`src/include/rgm_pkg.sv`:
```
// package for the relocatable gpio function mux
// Operation
// - 24 pins: gpio, special, or pin-function
// - any pin-function routable to any pin
// - memory port uses clock, select, data
// - default map pins zero through ten
// - memory data pin drives and samples
// - memory select is an output
// - hook relay output active low
// - caller relay active low, high at power-up
// - voice/data relay output active low
// - local phone detect high means on-hook
// - speaker select high external, low headset
// - pulse dial output active low
// - tinkle suppress output active low
package rgm_pkg;
    localparam int NUM_PINS = 24;
    localparam int SEL_W = 5;
    localparam int NUM_FUNCS = 11;
    // function codes; a pin selection at or above NUM_PINS routes that function to no pin
    localparam logic [3:0] FN_MEM_IO = 4'h0;
    localparam logic [3:0] FN_MEM_CS = 4'h1;
    localparam logic [3:0] FN_MEM_SK = 4'h2;
    localparam logic [3:0] FN_HOOK = 4'h3;
    localparam logic [3:0] FN_VOICE = 4'h4;
    localparam logic [3:0] FN_CALLER = 4'h5;
    localparam logic [3:0] FN_VDATA = 4'h6;
    localparam logic [3:0] FN_LPHONE = 4'h7;
    localparam logic [3:0] FN_SPKSEL = 4'h8;
    localparam logic [3:0] FN_PULSE = 4'h9;
    localparam logic [3:0] FN_TINKLE = 4'hA;
    // reset pin selection per function, indexed by function code
    localparam logic [SEL_W-1:0] DEF_PIN [NUM_FUNCS] = '{5'h00, 5'h01, 5'h02, 5'h03, 5'h04,
        5'h05, 5'h06, 5'h07, 5'h08, 5'h09, 5'h0A};
    // per-pin special function mode
    localparam logic [1:0] MODE_GPIO = 2'h0;
    localparam logic [1:0] MODE_SPECIAL = 2'h1;
    typedef struct packed {
        logic mem_select_n;
        logic mem_shift_clk;
        logic mem_serial_out;
        logic mem_serial_oe;
        logic line_hook_relay_n;
        logic voice_relay_n;
        logic caller_info_relay_n;
        logic voice_data_relay_n;
        logic speaker_headset_sel;
        logic pulse_dial_n;
        logic tinkle_suppress_n;
    } rgm_func_out_t;
    typedef struct packed {
        logic mem_serial_in;
        logic local_phone_on_hook;
    } rgm_func_in_t;
endpackage : rgm_pkg

```
`src/hdl/rgm_mux.sv`:
```
// relocatable gpio function mux top
`timescale 1ns/1ps
module rgm_mux #(
    parameter int NUM_PINS = rgm_pkg::NUM_PINS
) (
    input wire logic clk_sys,
    input wire logic rst,
    input wire logic cfg_load,
    input wire logic [rgm_pkg::NUM_FUNCS*rgm_pkg::SEL_W-1:0] cfg_func_pin,
    input wire logic [2*NUM_PINS-1:0] cfg_pin_mode,
    input wire logic [NUM_PINS-1:0] gpio_out,
    input wire logic [NUM_PINS-1:0] gpio_oe,
    input wire logic [NUM_PINS-1:0] spec_out,
    input wire logic [NUM_PINS-1:0] spec_oe,
    input wire rgm_pkg::rgm_func_out_t func_out,
    input wire logic [NUM_PINS-1:0] pin_in,
    output logic [NUM_PINS-1:0] pin_out,
    output logic [NUM_PINS-1:0] pin_oe,
    output logic [NUM_PINS-1:0] gpio_in,
    output rgm_pkg::rgm_func_in_t func_in
);
    logic [rgm_pkg::SEL_W-1:0] sel [rgm_pkg::NUM_FUNCS];
    logic [1:0] mode [NUM_PINS];
    logic [NUM_PINS-1:0] sync1;
    logic [NUM_PINS-1:0] sync2;
    logic [rgm_pkg::NUM_FUNCS-1:0] fdrv;

    always_ff @(posedge clk_sys)
    begin
        for (int f = 0; f < rgm_pkg::NUM_FUNCS; f++)
        begin
            if (rst)
                sel[f] <= rgm_pkg::DEF_PIN[f];
            else if (cfg_load)
                sel[f] <= cfg_func_pin[f*rgm_pkg::SEL_W +: rgm_pkg::SEL_W];
        end
    end

    always_ff @(posedge clk_sys)
    begin
        for (int p = 0; p < NUM_PINS; p++)
        begin
            if (rst)
                mode[p] <= rgm_pkg::MODE_GPIO;
            else if (cfg_load)
                mode[p] <= cfg_pin_mode[2*p +: 2];
        end
    end

    always_ff @(posedge clk_sys)
    begin
        sync1 <= pin_in;
        sync2 <= sync1;
    end

    // drive level per function; relays use active-low levels
    always_comb
    begin
        fdrv = '1;
        fdrv[rgm_pkg::FN_MEM_IO] = func_out.mem_serial_out;
        fdrv[rgm_pkg::FN_MEM_CS] = func_out.mem_select_n;
        fdrv[rgm_pkg::FN_MEM_SK] = func_out.mem_shift_clk;
        fdrv[rgm_pkg::FN_HOOK] = func_out.line_hook_relay_n;
        fdrv[rgm_pkg::FN_VOICE] = func_out.voice_relay_n;
        fdrv[rgm_pkg::FN_CALLER] = func_out.caller_info_relay_n;
        fdrv[rgm_pkg::FN_VDATA] = func_out.voice_data_relay_n;
        fdrv[rgm_pkg::FN_SPKSEL] = func_out.speaker_headset_sel;
        fdrv[rgm_pkg::FN_PULSE] = func_out.pulse_dial_n;
        fdrv[rgm_pkg::FN_TINKLE] = func_out.tinkle_suppress_n;
    end

    genvar gp;
    generate
        for (gp = 0; gp < NUM_PINS; gp++)
        begin : g_pin
            logic hit;
            logic drv;
            logic oe;
            // lowest function code owns a contested pin
            always_comb
            begin
                hit = 1'b0;
                drv = 1'b1;
                oe = 1'b0;
                for (int f = rgm_pkg::NUM_FUNCS - 1; f >= 0; f--)
                begin
                    if (sel[f] == rgm_pkg::SEL_W'(gp))
                    begin
                        hit = 1'b1;
                        drv = fdrv[f];
                        if (f == int'(rgm_pkg::FN_LPHONE))
                            oe = 1'b0;
                        else if (f == int'(rgm_pkg::FN_MEM_IO))
                            oe = func_out.mem_serial_oe;
                        else
                            oe = 1'b1;
                    end
                end
            end
            rgm_pin_slice u_slice (
                .clk_sys(clk_sys),
                .rst(rst),
                .mode(mode[gp]),
                .func_hit(hit),
                .func_drv(drv),
                .func_oe(oe),
                .gpio_out(gpio_out[gp]),
                .gpio_oe(gpio_oe[gp]),
                .spec_out(spec_out[gp]),
                .spec_oe(spec_oe[gp]),
                .pin_out(pin_out[gp]),
                .pin_oe(pin_oe[gp])
            );
        end
    endgenerate

    always_ff @(posedge clk_sys)
    begin
        if (rst)
        begin
            gpio_in <= '0;
            func_in <= '{mem_serial_in: 1'b0, local_phone_on_hook: 1'b1};
        end
        else
        begin
            gpio_in <= sync2;
            func_in.mem_serial_in <= (sel[rgm_pkg::FN_MEM_IO] < rgm_pkg::SEL_W'(NUM_PINS))
                ? sync2[sel[rgm_pkg::FN_MEM_IO]] : 1'b0;
            func_in.local_phone_on_hook <= (sel[rgm_pkg::FN_LPHONE] < rgm_pkg::SEL_W'(NUM_PINS))
                ? sync2[sel[rgm_pkg::FN_LPHONE]] : 1'b1;
        end
    end

    logic [rgm_pkg::SEL_W-1:0] cfg_hook_pin;
    assign cfg_hook_pin = cfg_func_pin[rgm_pkg::FN_HOOK*rgm_pkg::SEL_W +: rgm_pkg::SEL_W];
endmodule : rgm_mux

```
`src/hdl/rgm_pin_slice.sv`:
```
// one pin output stage: select among gpio, special and pin-function
`timescale 1ns/1ps
module rgm_pin_slice (
    input wire logic clk_sys,
    input wire logic rst,
    input wire logic [1:0] mode,
    input wire logic func_hit,
    input wire logic func_drv,
    input wire logic func_oe,
    input wire logic gpio_out,
    input wire logic gpio_oe,
    input wire logic spec_out,
    input wire logic spec_oe,
    output logic pin_out,
    output logic pin_oe
);
    always_ff @(posedge clk_sys)
    begin
        if (rst)
        begin
            pin_out <= 1'b1;
            pin_oe <= 1'b0;
        end
        else if (func_hit)
        begin
            pin_out <= func_drv;
            pin_oe <= func_oe;
        end
        else if (mode == rgm_pkg::MODE_SPECIAL)
        begin
            pin_out <= spec_out;
            pin_oe <= spec_oe;
        end
        else
        begin
            pin_out <= gpio_out;
            pin_oe <= gpio_oe;
        end
    end
endmodule : rgm_pin_slice

```
`config.mk`:
```
export PLATFORM = sky130hd
export DESIGN_NAME = rgm_mux
export DESIGN_NICKNAME = d
export VERILOG_FILES = /design/src/include/rgm_pkg.sv /design/src/hdl/rgm_mux.sv /design/src/hdl/rgm_pin_slice.sv
export SDC_FILE = /design/constraint.sdc
export NUM_CORES = 1
export LEC_CHECK = 0
export ABC_AREA = 0
export BUFFER_PORTS_ARGS = -buffer_cell sky130_fd_sc_hd__buf_4
export CAP_MARGIN = 20
export CORE_ASPECT_RATIO = 0.6
export CORE_MARGIN = 4
export CORE_UTILIZATION = 32
export CTS_BUF_LIST = sky130_fd_sc_hd__clkbuf_16
export DETAILED_ROUTE_END_ITERATION = 10
export PLACE_DENSITY_LB_ADDON = 0.2
export SLEW_MARGIN = 15
export SYNTH_ARGS = -nofsm -noshare
export SYNTH_HDL_FRONTEND = slang
export SYNTH_SLANG_ARGS = --single-unit
```
`constraint.sdc`:
```
create_clock -name clk_sys -period 3.76 [get_ports clk_sys]
set_clock_uncertainty 0.15 [all_clocks]
set_input_delay 0.94 -clock clk_sys [delete_from_list [all_inputs] [get_ports clk_sys]]
set_output_delay 0.94 -clock clk_sys [all_outputs]
set_load 0.03 [all_outputs]
```
==> qor.csv, run 1 <==
stage;metric;value;unit
grt;antenna_found_initial;1;
detailed_routing;ant_nets;0;
clock_network;cts_buffer_depth;3;
final_layout;syn_to_final_growth;23.3;%
power_and_ir_drop;seq_power_share;0.405;
power_and_ir_drop;switching_share;0.352;
setup_path;timing.rr.end;g_pin[5].u_slice.pin_out$_SDFF_PP1_;
sta;finalCriticalPeriod;3210;ps
floorplan;ios;311;
detailed_routing;drt-initial-drc-count;2049;
clock_network;cts_buffers;24;
final_layout;fin_nets;2131;
logic_synthesis;ys_ff_latch;225;
logic_synthesis;ys_seq_area_frac;0.378;
grt;grt_max_degree;102;
clock_network;cts-resized-gates;0;
sta;max_slew_margin;0.240;
logic_synthesis;synthCells;1674;
logic_synthesis;avgSynthCellArea;8.74;sq um
sta;drv_slew;0;
clock_network;postCtsSetupRepairBufs;0;
detailed_routing;wl;74800;um
logic_synthesis;synth.distinct_cells;89;
floorplan;dieHeight;174;um
clock_network;clk_latency;560;ps
final_layout;antenna_cells;0;
detailed_routing;drt-pass1-iter-count;6;
setup_path;reg2reg_slack;550;ps
outcome;status;finished, final reports clean;
clock_network;clk_pin_slew;70;ps
logic_synthesis;syn-num-nets;1911;
logic_synthesis;synth.area.top_cells;edfxtp_1 (21%), dfxtp_1 (17%), and2_1 (4.1%);
power_and_ir_drop;switchingPower;0.00260;W
setup_path;crit_type;reg -> reg;
detailed_routing;post_drt_via_cell_ratio;5.91;
logic_synthesis;synth_common_cells;nor2_1 (144), dfxtp_1 (122), nand2_1 (112);
sta;rsz0062_at_grt;no;
sta;setup_viol;0;
logic_synthesis;synth_ff_type;dfxtp_1;
final_layout;drive_gt1_frac;0.249;
power_and_ir_drop;pwr-share-comb;0.278;
floorplan;initial_core_util;0.325;
flow_run;maxCapViolations;0;
setup_path;crit_fanout;14;
hold_path;min-delay-path-class;reg -> reg;
sta;min_period_over_period;0.853;
final_layout;final_core_util;0.401;
sta;final.setup.tns;0;ps
logic_synthesis;synth_edf_count;103;
floorplan;core;45000;sq um
grt;grt_pass1_vias;14100;
setup_path;crit_required;4110;ps
grt;grt_first_pass_wirelength;105000;um
sta;fmax;0.312;GHz
detailed_routing;wl_per_cell;29.9;um
logic_synthesis;yosysTopAreaCell;edfxtp_1;
power_and_ir_drop;irDropWorstVdd;0.000265;V
placed_design;io_buffers;310;
logic_synthesis;synth_async_sr_flop_share;0;
power_and_ir_drop;pwr_density_cell;410;nW/um^2
grt;grt_use_total;0.289;
clock_network;hold_buffers;0;
detailed_routing;vias;14800;
floorplan;die_x;284;um
floorplan;rows;60;
setup_path;crit_arrival;3560;ps
logic_synthesis;synth.most_common_cell;nor2_1;
placed_design;gp_congestion;1.04;
clock_network;ctsRootBufferMaster;clkbuf_16;
setup_path;endpoint;g_pin[5].u_slice.pin_out$_SDFF_PP1_;
clock_network;cts_max_level;1;
detailed_routing;drc;0;
clock_network;cts_tree;built;
logic_synthesis;ys_warn_count;0;
sta;worst_pin_slew;1140;ps
power_and_ir_drop;cellInternalPower;0.00479;W
logic_synthesis;yosysTopAreaCellShare;0.211;
grt;grt-ovfl-total;0;
setup_path;cp-startpoint;sel[0][12]$_SDFFCE_PN0P_;
logic_synthesis;synth.cell_area;14600;sq um
setup_path;reg2reg_depth;7;
setup_path;regToRegStartpoint;sel[0][12]$_SDFFCE_PN0P_;
clock_network;cts_sinks;225;
setup_path;end_kind;flop;
sta;hold_viol_final;0;
power_and_ir_drop;p_leak;6.90;nW
power_and_ir_drop;clock_power_share;0.317;
placed_design;place_hpwl;59700;um
floorplan;die-area;49300;sq um
setup_path;worstSetupStartpointType;flop;
worst max-delay path, stage by stage (launching register included):
cell,delay (ps)
edfxtp_1,740
nand3b_1,470
o32ai_1,950
nor4_1,270
nand3_1,190
a211oi_1,60
buf_4,180
o21ai_1,120
final cells by class:
type | instances | area (sq um)
fill | 4590 | 26900
clock inverter | 19 | 121
sequential | 225 | 5540
inverter | 11 | 41.3
tap | 589 | 737
timing repair buffer | 367 | 2800
clock buffer | 25 | 626
multi-input combinational | 1265 | 8180
registers in the layout (all words and copies together) (netlist names):
| register | count |
|---|---|
| func_in | 2 |
| g_pin.u_slice.pin_oe | 24 |
| g_pin.u_slice.pin_out | 24 |
| gpio_in | 24 |
| mode | 48 |
| sel | 55 |
| sync1 | 24 |
| sync2 | 24 |
placed cells by master, fill, tap and decap left out, types with 17 or more instances in the layout:
| cell | Yosys | final |
|---|---|---|
| a211oi_1 | 23 | 23 |
| a21oi_1 | 58 | 58 |
| and2_1 | 95 | 95 |
| and3_1 | 22 | 22 |
| buf_4 | 49 | 363 |
| clkbuf_16 | 0 | 25 |
| dfxtp_1 | 122 | 122 |
| edfxtp_1 | 103 | 103 |
| mux2_2 | 24 | 24 |
| mux2i_1 | 51 | 51 |
| nand2_1 | 112 | 112 |
| nand2b_1 | 49 | 49 |
| nand3_1 | 59 | 59 |
| nand3b_1 | 20 | 20 |
| nor2_1 | 144 | 144 |
| nor2b_1 | 88 | 87 |
| nor3_1 | 72 | 72 |
| nor3b_1 | 17 | 17 |
| nor4_1 | 25 | 25 |
| o211ai_1 | 17 | 17 |
| o21ai_0 | 47 | 47 |
| o22ai_1 | 41 | 41 |
| o31ai_1 | 20 | 20 |
| or3b_1 | 17 | 17 |
power groups by stage:
| stage | Sequential [W] | Clock, W | Combinational (W) |
|---|---|---|---|
| after floorplan | 0.00293 | 0 | 0.00124 |
| after global placement | 0.00304 | 0 | 0.00199 |
| after detailed placement | 0.00304 | 0 | 0.00199 |
| after CTS | 0.00299 | 0.00240 | 0.00200 |
| after global routing | 0.00302 | 0.00250 | 0.00214 |
| final | 0.00299 | 0.00234 | 0.00205 |
cells by family after synthesis:
logic type / synth area share
AOI/OAI and AO/OA: 0.173
buffers and inverters: 0.0632
and+or+nand+nor: 0.309
muxes: 0.0757
DFF: 0.378
metrics by stage:
stage | std cells | instance area (sq um) | worst slack (ps) | hold slack [ps] | power, W
final | 2501 | 18000 | 551 | 143 | 0.00739
after global routing | 2501 | 18000 | 532 | 163 | 0.00766
after CTS | 2500 | 18000 | 501 | 161 | 0.00739
after detailed placement | 2456 | 17300 | 441 | 162 | 0.00503
after global placement | 2456 | 17300 | 371 | 160 | 0.00503
after floorplan | 1674 | 14600 | 371 | 160 | 0.00417
worst min-delay path by stage:
stage                   endpoint  depth (start not counted)  slack, ps               from
2_1_floorplan   sync2[0]$_DFF_P_                          0        160   sync1[0]$_DFF_P_
3_3_place_gp   sync2[23]$_DFF_P_                          0        160  sync1[23]$_DFF_P_
3_5_place_dp    sync2[5]$_DFF_P_                          0        160   sync1[5]$_DFF_P_
4_1_cts        sync2[20]$_DFF_P_                          0        160  sync1[20]$_DFF_P_
5_1_grt        sync2[20]$_DFF_P_                          0        160  sync1[20]$_DFF_P_
6_report       sync2[22]$_DFF_P_                          0        140  sync1[22]$_DFF_P_
per-layer routing:
| metal | track usage | routed length (um) | share of wire |
|---|---|---|---|
| met5 | 0 | 13 | 0.00017 |
| met2 | 0.394 | 29200 | 0.39 |
| met3 | 0.136 | 10500 | 0.14 |
| met4 | 0.0428 | 1170 | 0.016 |
| met1 | 0.421 | 33900 | 0.45 |
No activity file was read; power rests on OpenSTA's default activity.
==> inputs of run 2 (changes only) <==
Settings changed: ABC_AREA 0 to 1.
==> qor.csv, run 2 <==
stage;metric;value;unit
clock_network;hold_buffers;0;
setup_path;crit_fanout;7;
grt;grt-ovfl-total;0;
setup_path;reg2reg_slack;830;ps
clock_network;cts_buffer_depth;3;
power_and_ir_drop;pwr-share-comb;0.282;
power_and_ir_drop;irDropWorstVdd;0.000217;V
detailed_routing;drt-pass1-iter-count;6;
floorplan;die-area;49500;sq um
clock_network;cts_max_level;1;
power_and_ir_drop;pwr_density_cell;393;nW/um^2
logic_synthesis;synthAdderAreaFrac;0;
floorplan;dieHeight;174;um
logic_synthesis;ys_ff_latch;225;
logic_synthesis;synth_common_cells;nand2_1 (569), inv_1 (464), nor2_1 (401);
placed_design;gp_congestion;1.03;
clock_network;ctsRootBufferMaster;clkbuf_16;
logic_synthesis;synth.mux.area_fraction;0.00681;
detailed_routing;wl;69300;um
setup_path;crit_arrival;3280;ps
setup_path;crit_type;reg -> reg;
grt;grt_use_total;0.269;
logic_synthesis;synth_top_family_by_area;simple AND/OR/NAND/NOR gates;
logic_synthesis;yosysTopAreaCellShare;0.210;
setup_path;timing.rr.end;g_pin[15].u_slice.pin_out$_SDFF_PP1_;
sta;final.setup.tns;0;ps
grt;grt_first_pass_wirelength;100000;um
power_and_ir_drop;switchingPower;0.00253;W
placed_design;place_inst;3174;
clock_network;cts_sinks;225;
sta;hold_viol_final;0;
logic_synthesis;synthCells;2310;
detailed_routing;ant_nets;0;
detailed_routing;wl_per_cell;21.6;um
detailed_routing;post_drt_via_cell_ratio;5.01;
placed_design;io_buffers;310;
floorplan;die_x;285;um
final_layout;drive_gt1_frac;0.168;
setup_path;end_kind;flop;
floorplan;rows;60;
flow_run;maxCapViolations;0;
sta;setup_viol;0;
final_layout;nFillCells;4904;
final_layout;reg.largest.list;sel (55), mode (48);
final_layout;finalNonFillerCells;3217;
final_layout;max_flop_register;sel;
final_layout;final_cell_mix;nand2_1 (568), inv_1 (467), nor2_1 (401), buf_4 (327), nand3_1 (123);
clock_network;postCtsSetupRepairBufs;0;
logic_synthesis;synth_ff_type;dfxtp_1;
sta;fmax;0.341;GHz
final_layout;largest_reg_flops;55;
logic_synthesis;yosysTopAreaCell;edfxtp_1;
logic_synthesis;synth.cell_area;14700;sq um
logic_synthesis;synth.distinct_cells;48;
power_and_ir_drop;seq_power_share;0.410;
floorplan;core;45100;sq um
clock_network;cts-resized-gates;0;
sta;finalCriticalPeriod;2930;ps
grt;grt_max_degree;54;
floorplan;initial_core_util;0.326;
clock_network;cts_tree;built;
sta;drv_slew;0;
sta;max_slew_margin;0.374;
power_and_ir_drop;clock_power_share;0.309;
power_and_ir_drop;switching_share;0.354;
logic_synthesis;synth_edf_count;103;
logic_synthesis;synth-xor-area-share;0;
sta;min_period_over_period;0.780;
clock_network;cts_buffers;23;
outcome;status;finished, final reports clean;
logic_synthesis;syn-num-nets;2547;
power_and_ir_drop;cellInternalPower;0.00462;W
logic_synthesis;synth_compound_area_frac;0.113;
setup_path;endpoint;g_pin[15].u_slice.pin_out$_SDFF_PP1_;
logic_synthesis;synth.area.top_cells;edfxtp_1 (21%), dfxtp_1 (17%), nand2_1 (15%);
logic_synthesis;synth-simple-area-share;0.347;
sta;rsz0062_at_grt;no;
grt;antenna_found_initial;2;
logic_synthesis;avgSynthCellArea;6.36;sq um
setup_path;worstSetupStartpointType;flop;
detailed_routing;drc;0;
final_layout;final_common_cell;nand2_1;
detailed_routing;vias;16100;
logic_synthesis;synth.most_common_cell;nand2_1;
final_layout;syn_to_final_growth;23.8;%
grt;grt_pass1_vias;15600;
setup_path;crit_required;4110;ps
sta;worst_pin_slew;938;ps
logic_synthesis;synth_async_sr_flop_share;0;
setup_path;regToRegStartpoint;sel[1][16]$_SDFFCE_PN1P_;
setup_path;cp-startpoint;sel[1][16]$_SDFFCE_PN1P_;
logic_synthesis;ys_warn_count;0;
final_layout;fin_nets;2816;
placed_design;place_hpwl;56700;um
clock_network;clk_latency;570;ps
detailed_routing;drt-initial-drc-count;1356;
setup_path;reg2reg_depth;12;
hold_path;min-delay-path-class;reg -> reg;
floorplan;ios;311;
clock_network;clk_pin_slew;80;ps
power_and_ir_drop;p_leak;9.23;nW
logic_synthesis;ys_seq_area_frac;0.377;
[run 2: power groups by stage]
stage | clock [W] | sequential (W) | combinational [W]
after CTS | 0.00227 | 0.00292 | 0.00198
after detailed placement | 0 | 0.00298 | 0.00197
after floorplan | 0 | 0.00295 | 0.00119
after global routing | 0.00236 | 0.00295 | 0.00217
final | 0.00221 | 0.00293 | 0.00201
after global placement | 0 | 0.00298 | 0.00197
[run 2: routing by layer]
layer	up-vias	share of wire	wire length (um)	GRT usage
li1	7726	-	-	-
met1	7534	0.47	32900	0.398
met2	754	0.40	27800	0.390
met3	92	0.10	7140	0.0699
met4	2	0.022	1520	0.0585
met5	-	0.00019	13	0
[run 2: per-stage QoR]
step / instance area (sq um) / util / power (W) / hold slack, ps / worst slack [ps]
finish: 18200 / 0.403 / 0.00714 / 172 / 828
global route: 18200 / 0.403 / 0.00748 / 180 / 779
CTS: 18200 / 0.403 / 0.00717 / 177 / 1040
detailed placement: 17500 / 0.388 / 0.00495 / 162 / 828
global placement: 17500 / 0.388 / 0.00494 / 162 / 868
floorplan: 14700 / - / 0.00415 / 160 / 461
[run 2: worst min-delay path by stage]
stage / from / endpoint / slack [ps] / cells after the start
after floorplan: sync1[0]$_DFF_P_ / sync2[0]$_DFF_P_ / 160 / 0
after global placement: sync1[18]$_DFF_P_ / sync2[18]$_DFF_P_ / 160 / 0
after detailed placement: sync1[19]$_DFF_P_ / sync2[19]$_DFF_P_ / 160 / 0
after CTS: sync1[5]$_DFF_P_ / sync2[5]$_DFF_P_ / 180 / 0
after global routing: sync1[19]$_DFF_P_ / sync2[19]$_DFF_P_ / 180 / 0
final: sync1[1]$_DFF_P_ / sync2[1]$_DFF_P_ / 170 / 0
[run 2: kinds of logic (layout without fill, tap and decap cells)]
family                 Yosys count  count (layout)
AOI/OAI and AO/OA              286             286
buffers and inverters          567             853
DFF                            225             225
muxes                            9               9
other                            0               1
and+or+nand+nor               1223            1223
[run 2: critical path: stages (launching register included)]
cell and delay (ps):
edfxtp_1 420, nand2_1 300, inv_1 290, nand2_1 270, nor2_1 510, nor3_1 130, a21oi_1 340, o21bai_1 110
nand3_1 80, nand2_1 70, nand2_1 70, nand2_1 60, nand2_1 60
[run 2: area by class of cell]
type                    instances  area, sq um  share of cell area
diodes                          1         2.50            0.000138
clock buffers                  24          601              0.0330
clock inverters                18         97.6             0.00536
inverters                     481         1810              0.0993
multi-input cells            1518         6860               0.377
flip-flops and latches        225         5540               0.304
well taps                     620          776              0.0426
repair buffers                330         2510               0.138
==> inputs of run 3 (changes only) <==
Clock period 3.76 ns to 2.4 ns, I/O delays scaled along.
==> qor.csv, run 3 (synthesized netlist as in run 2, its figures left out) <==
stage;metric;value;unit
hold_path;hold_depth;2;
hold_path;min-delay-path-class;in -> reg;
setup_path;worstSetupStartpointType;flop;
detailed_routing;wl;71400;um
setup_path;crit_required;2720;ps
hold_path;min-delay-start;cfg_func_pin[22];
final_layout;nFillCells;4764;
power_and_ir_drop;switching_share;0.348;
clock_network;clk_pin_slew;70;ps
floorplan;die-area;49500;sq um
final_layout;finalInstanceArea;19700;sq um
final_layout;reg.largest.list;sel (55), mode (48);
grt;grt_max_degree;51;
final_layout;final_cell_mix;nand2_1 (558), inv_1 (461), buf_4 (449), nor2_1 (381), dfxtp_1 (122);
sta;drv_slew;0;
final_layout;drive_gt1_frac;0.222;
final_layout;fin_nets;2969;
sta;finalCriticalPeriod;2350;ps
setup_path;end_kind;flop;
final_layout;final_common_cell;nand2_1;
placed_design;dpl_cell_area;18500;sq um
power_and_ir_drop;clock_power_share;0.318;
flow_run;maxCapViolations;0;
floorplan;die_x;285;um
sta;max_slew_margin;0.594;
floorplan;core;45100;sq um
detailed_routing;ant_nets;0;
setup_path;crit_chain;nor2_1 > nand3_1 > nand2_1 > nor3_1 > nand4_1 > inv_1 > nand3b_1 > a21oi_2 > nor2_2 > nand2_1;
detailed_routing;post_drt_via_cell_ratio;4.96;
power_and_ir_drop;p_leak;10.1;nW
clock_network;cts_tree;built;
floorplan;rows;60;
outcome;status;finished, final reports clean;
setup_path;reg2reg_depth;10;
clock_network;cts_max_level;1;
sta;rsz0062_at_grt;yes;
final_layout;max_flop_register;sel;
grt;antenna_found_initial;0;
power_and_ir_drop;cellInternalPower;0.00765;W
detailed_routing;drt-pass1-iter-count;5;
setup_path;cpPeakStageDelay;510;ps
final_layout;largest_reg_flops;55;
sta;fmax;0.425;GHz
placed_design;place_hpwl;59100;um
sta;setup_viol;0;
power_and_ir_drop;pwr_density_cell;595;nW/um^2
clock_network;ctsRootBufferMaster;clkbuf_16;
final_layout;syn_to_final_growth;34.1;%
floorplan;dieHeight;174;um
setup_path;cp-startpoint;sel[0][11]$_SDFFCE_PN1P_;
grt;grt_pass1_vias;16300;
setup_path;regToRegStartpoint;sel[0][11]$_SDFFCE_PN1P_;
floorplan;initial_core_util;0.326;
grt;grt_first_pass_wirelength;103000;um
clock_network;cts_buffers;23;
placed_design;io_buffers;310;
detailed_routing;vias;16700;
power_and_ir_drop;irDropWorstVdd;0.000414;V
sta;min_period_over_period;0.981;
sta;worst_pin_slew;606;ps
setup_path;crit_arrival;2670;ps
detailed_routing;drc;0;
detailed_routing;wl_per_cell;21.2;um
grt;grt_use_total;0.280;
power_and_ir_drop;switchingPower;0.00408;W
setup_path;crit_top_cell;nand2_1;
floorplan;ios;311;
setup_path;crit_type;reg -> reg;
power_and_ir_drop;seq_power_share;0.389;
grt;grt-ovfl-total;0;
sta;hold_viol_final;0;
power_and_ir_drop;finalPower;0.0117;W
placed_design;gp_congestion;1.02;
setup_path;crit_fanout;4;
clock_network;clk_latency;570;ps
sta;final.setup.tns;0;ps
clock_network;cts_buffer_depth;3;
clock_network;cts_sinks;225;
detailed_routing;drt-initial-drc-count;1586;
setup_path;cpMaxStageDelayCell;nor2_1;
power_and_ir_drop;pwr-share-comb;0.293;
final_layout;antenna_cells;0;
[run 3: stage by stage]
step,hold WS (ps),instances,utilization,setup slack (ps)
after detailed placement,162,3296,0.410,-19.0
after global routing,124,3369,0.437,-46.8
after floorplan,160,2310,-,176
final,136,3369,0.437,45.3
after CTS,121,3362,0.433,19.7
after global placement,161,3296,0.410,-77.8
[run 3: repair_timing]
action | in CTS | in global routing
buffers inserted | 0 | 7
hold endpoints to repair | 24 | 0
hold buffers | 24 | 0
resized for setup | 1 | 48
endpoints found under the setup margin | 1 | 28
pin swaps | 0 | 8
[run 3: path summary, 6_finish.rpt]
| check | to | slack (ps) |
|---|---|---|
| worst min register to register | sync2[7]$_DFF_P_ | 180 |
| worst max-delay path | g_pin[1].u_slice.pin_out$_SDFF_PP1_ | 50 |
| worst min-delay path | sel[1][2]$_SDFFCE_PN1P_ | 140 |
| worst max register to register | g_pin[1].u_slice.pin_out$_SDFF_PP1_ | 50 |
[run 3: power by group through the flow]
stage / combinational, W / clock (W) / sequential, W
floorplan: 0.00187 / 0 / 0.00462
global placement: 0.00329 / 0 / 0.00464
detailed placement: 0.00330 / 0 / 0.00464
CTS: 0.00334 / 0.00381 / 0.00456
global route: 0.00372 / 0.00397 / 0.00460
finish: 0.00344 / 0.00373 / 0.00457
[run 3: layout make-up]
class / instances / area [sq um] / share of cell area
Sequential cell: 225 / 5540 / 0.281
Tap cell: 620 / 776 / 0.0394
Inverter: 481 / 1810 / 0.0918
Multi-Input combinational cell: 1518 / 7010 / 0.356
Timing Repair Buffer: 483 / 3810 / 0.193
Clock inverter: 15 / 93.8 / 0.00476
Clock buffer: 27 / 676 / 0.0343
[run 3: metal layers]
metal | vias to the layer above | GRT usage | share of wire
li1 | 8025 | - | -
met4 | 0 | 0.0599 | 0.023
met1 | 7868 | 0.409 | 0.47
met3 | 80 | 0.0824 | 0.11
met5 | - | 0 | 0
met2 | 748 | 0.405 | 0.40
[run 3: worst max-delay path: cells and delay by family, from the launching register on]
kind	cells	cell delay [ps]
compound gates	1	60
buf+inv	1	50
flops	1	450
simple gates	8	1540
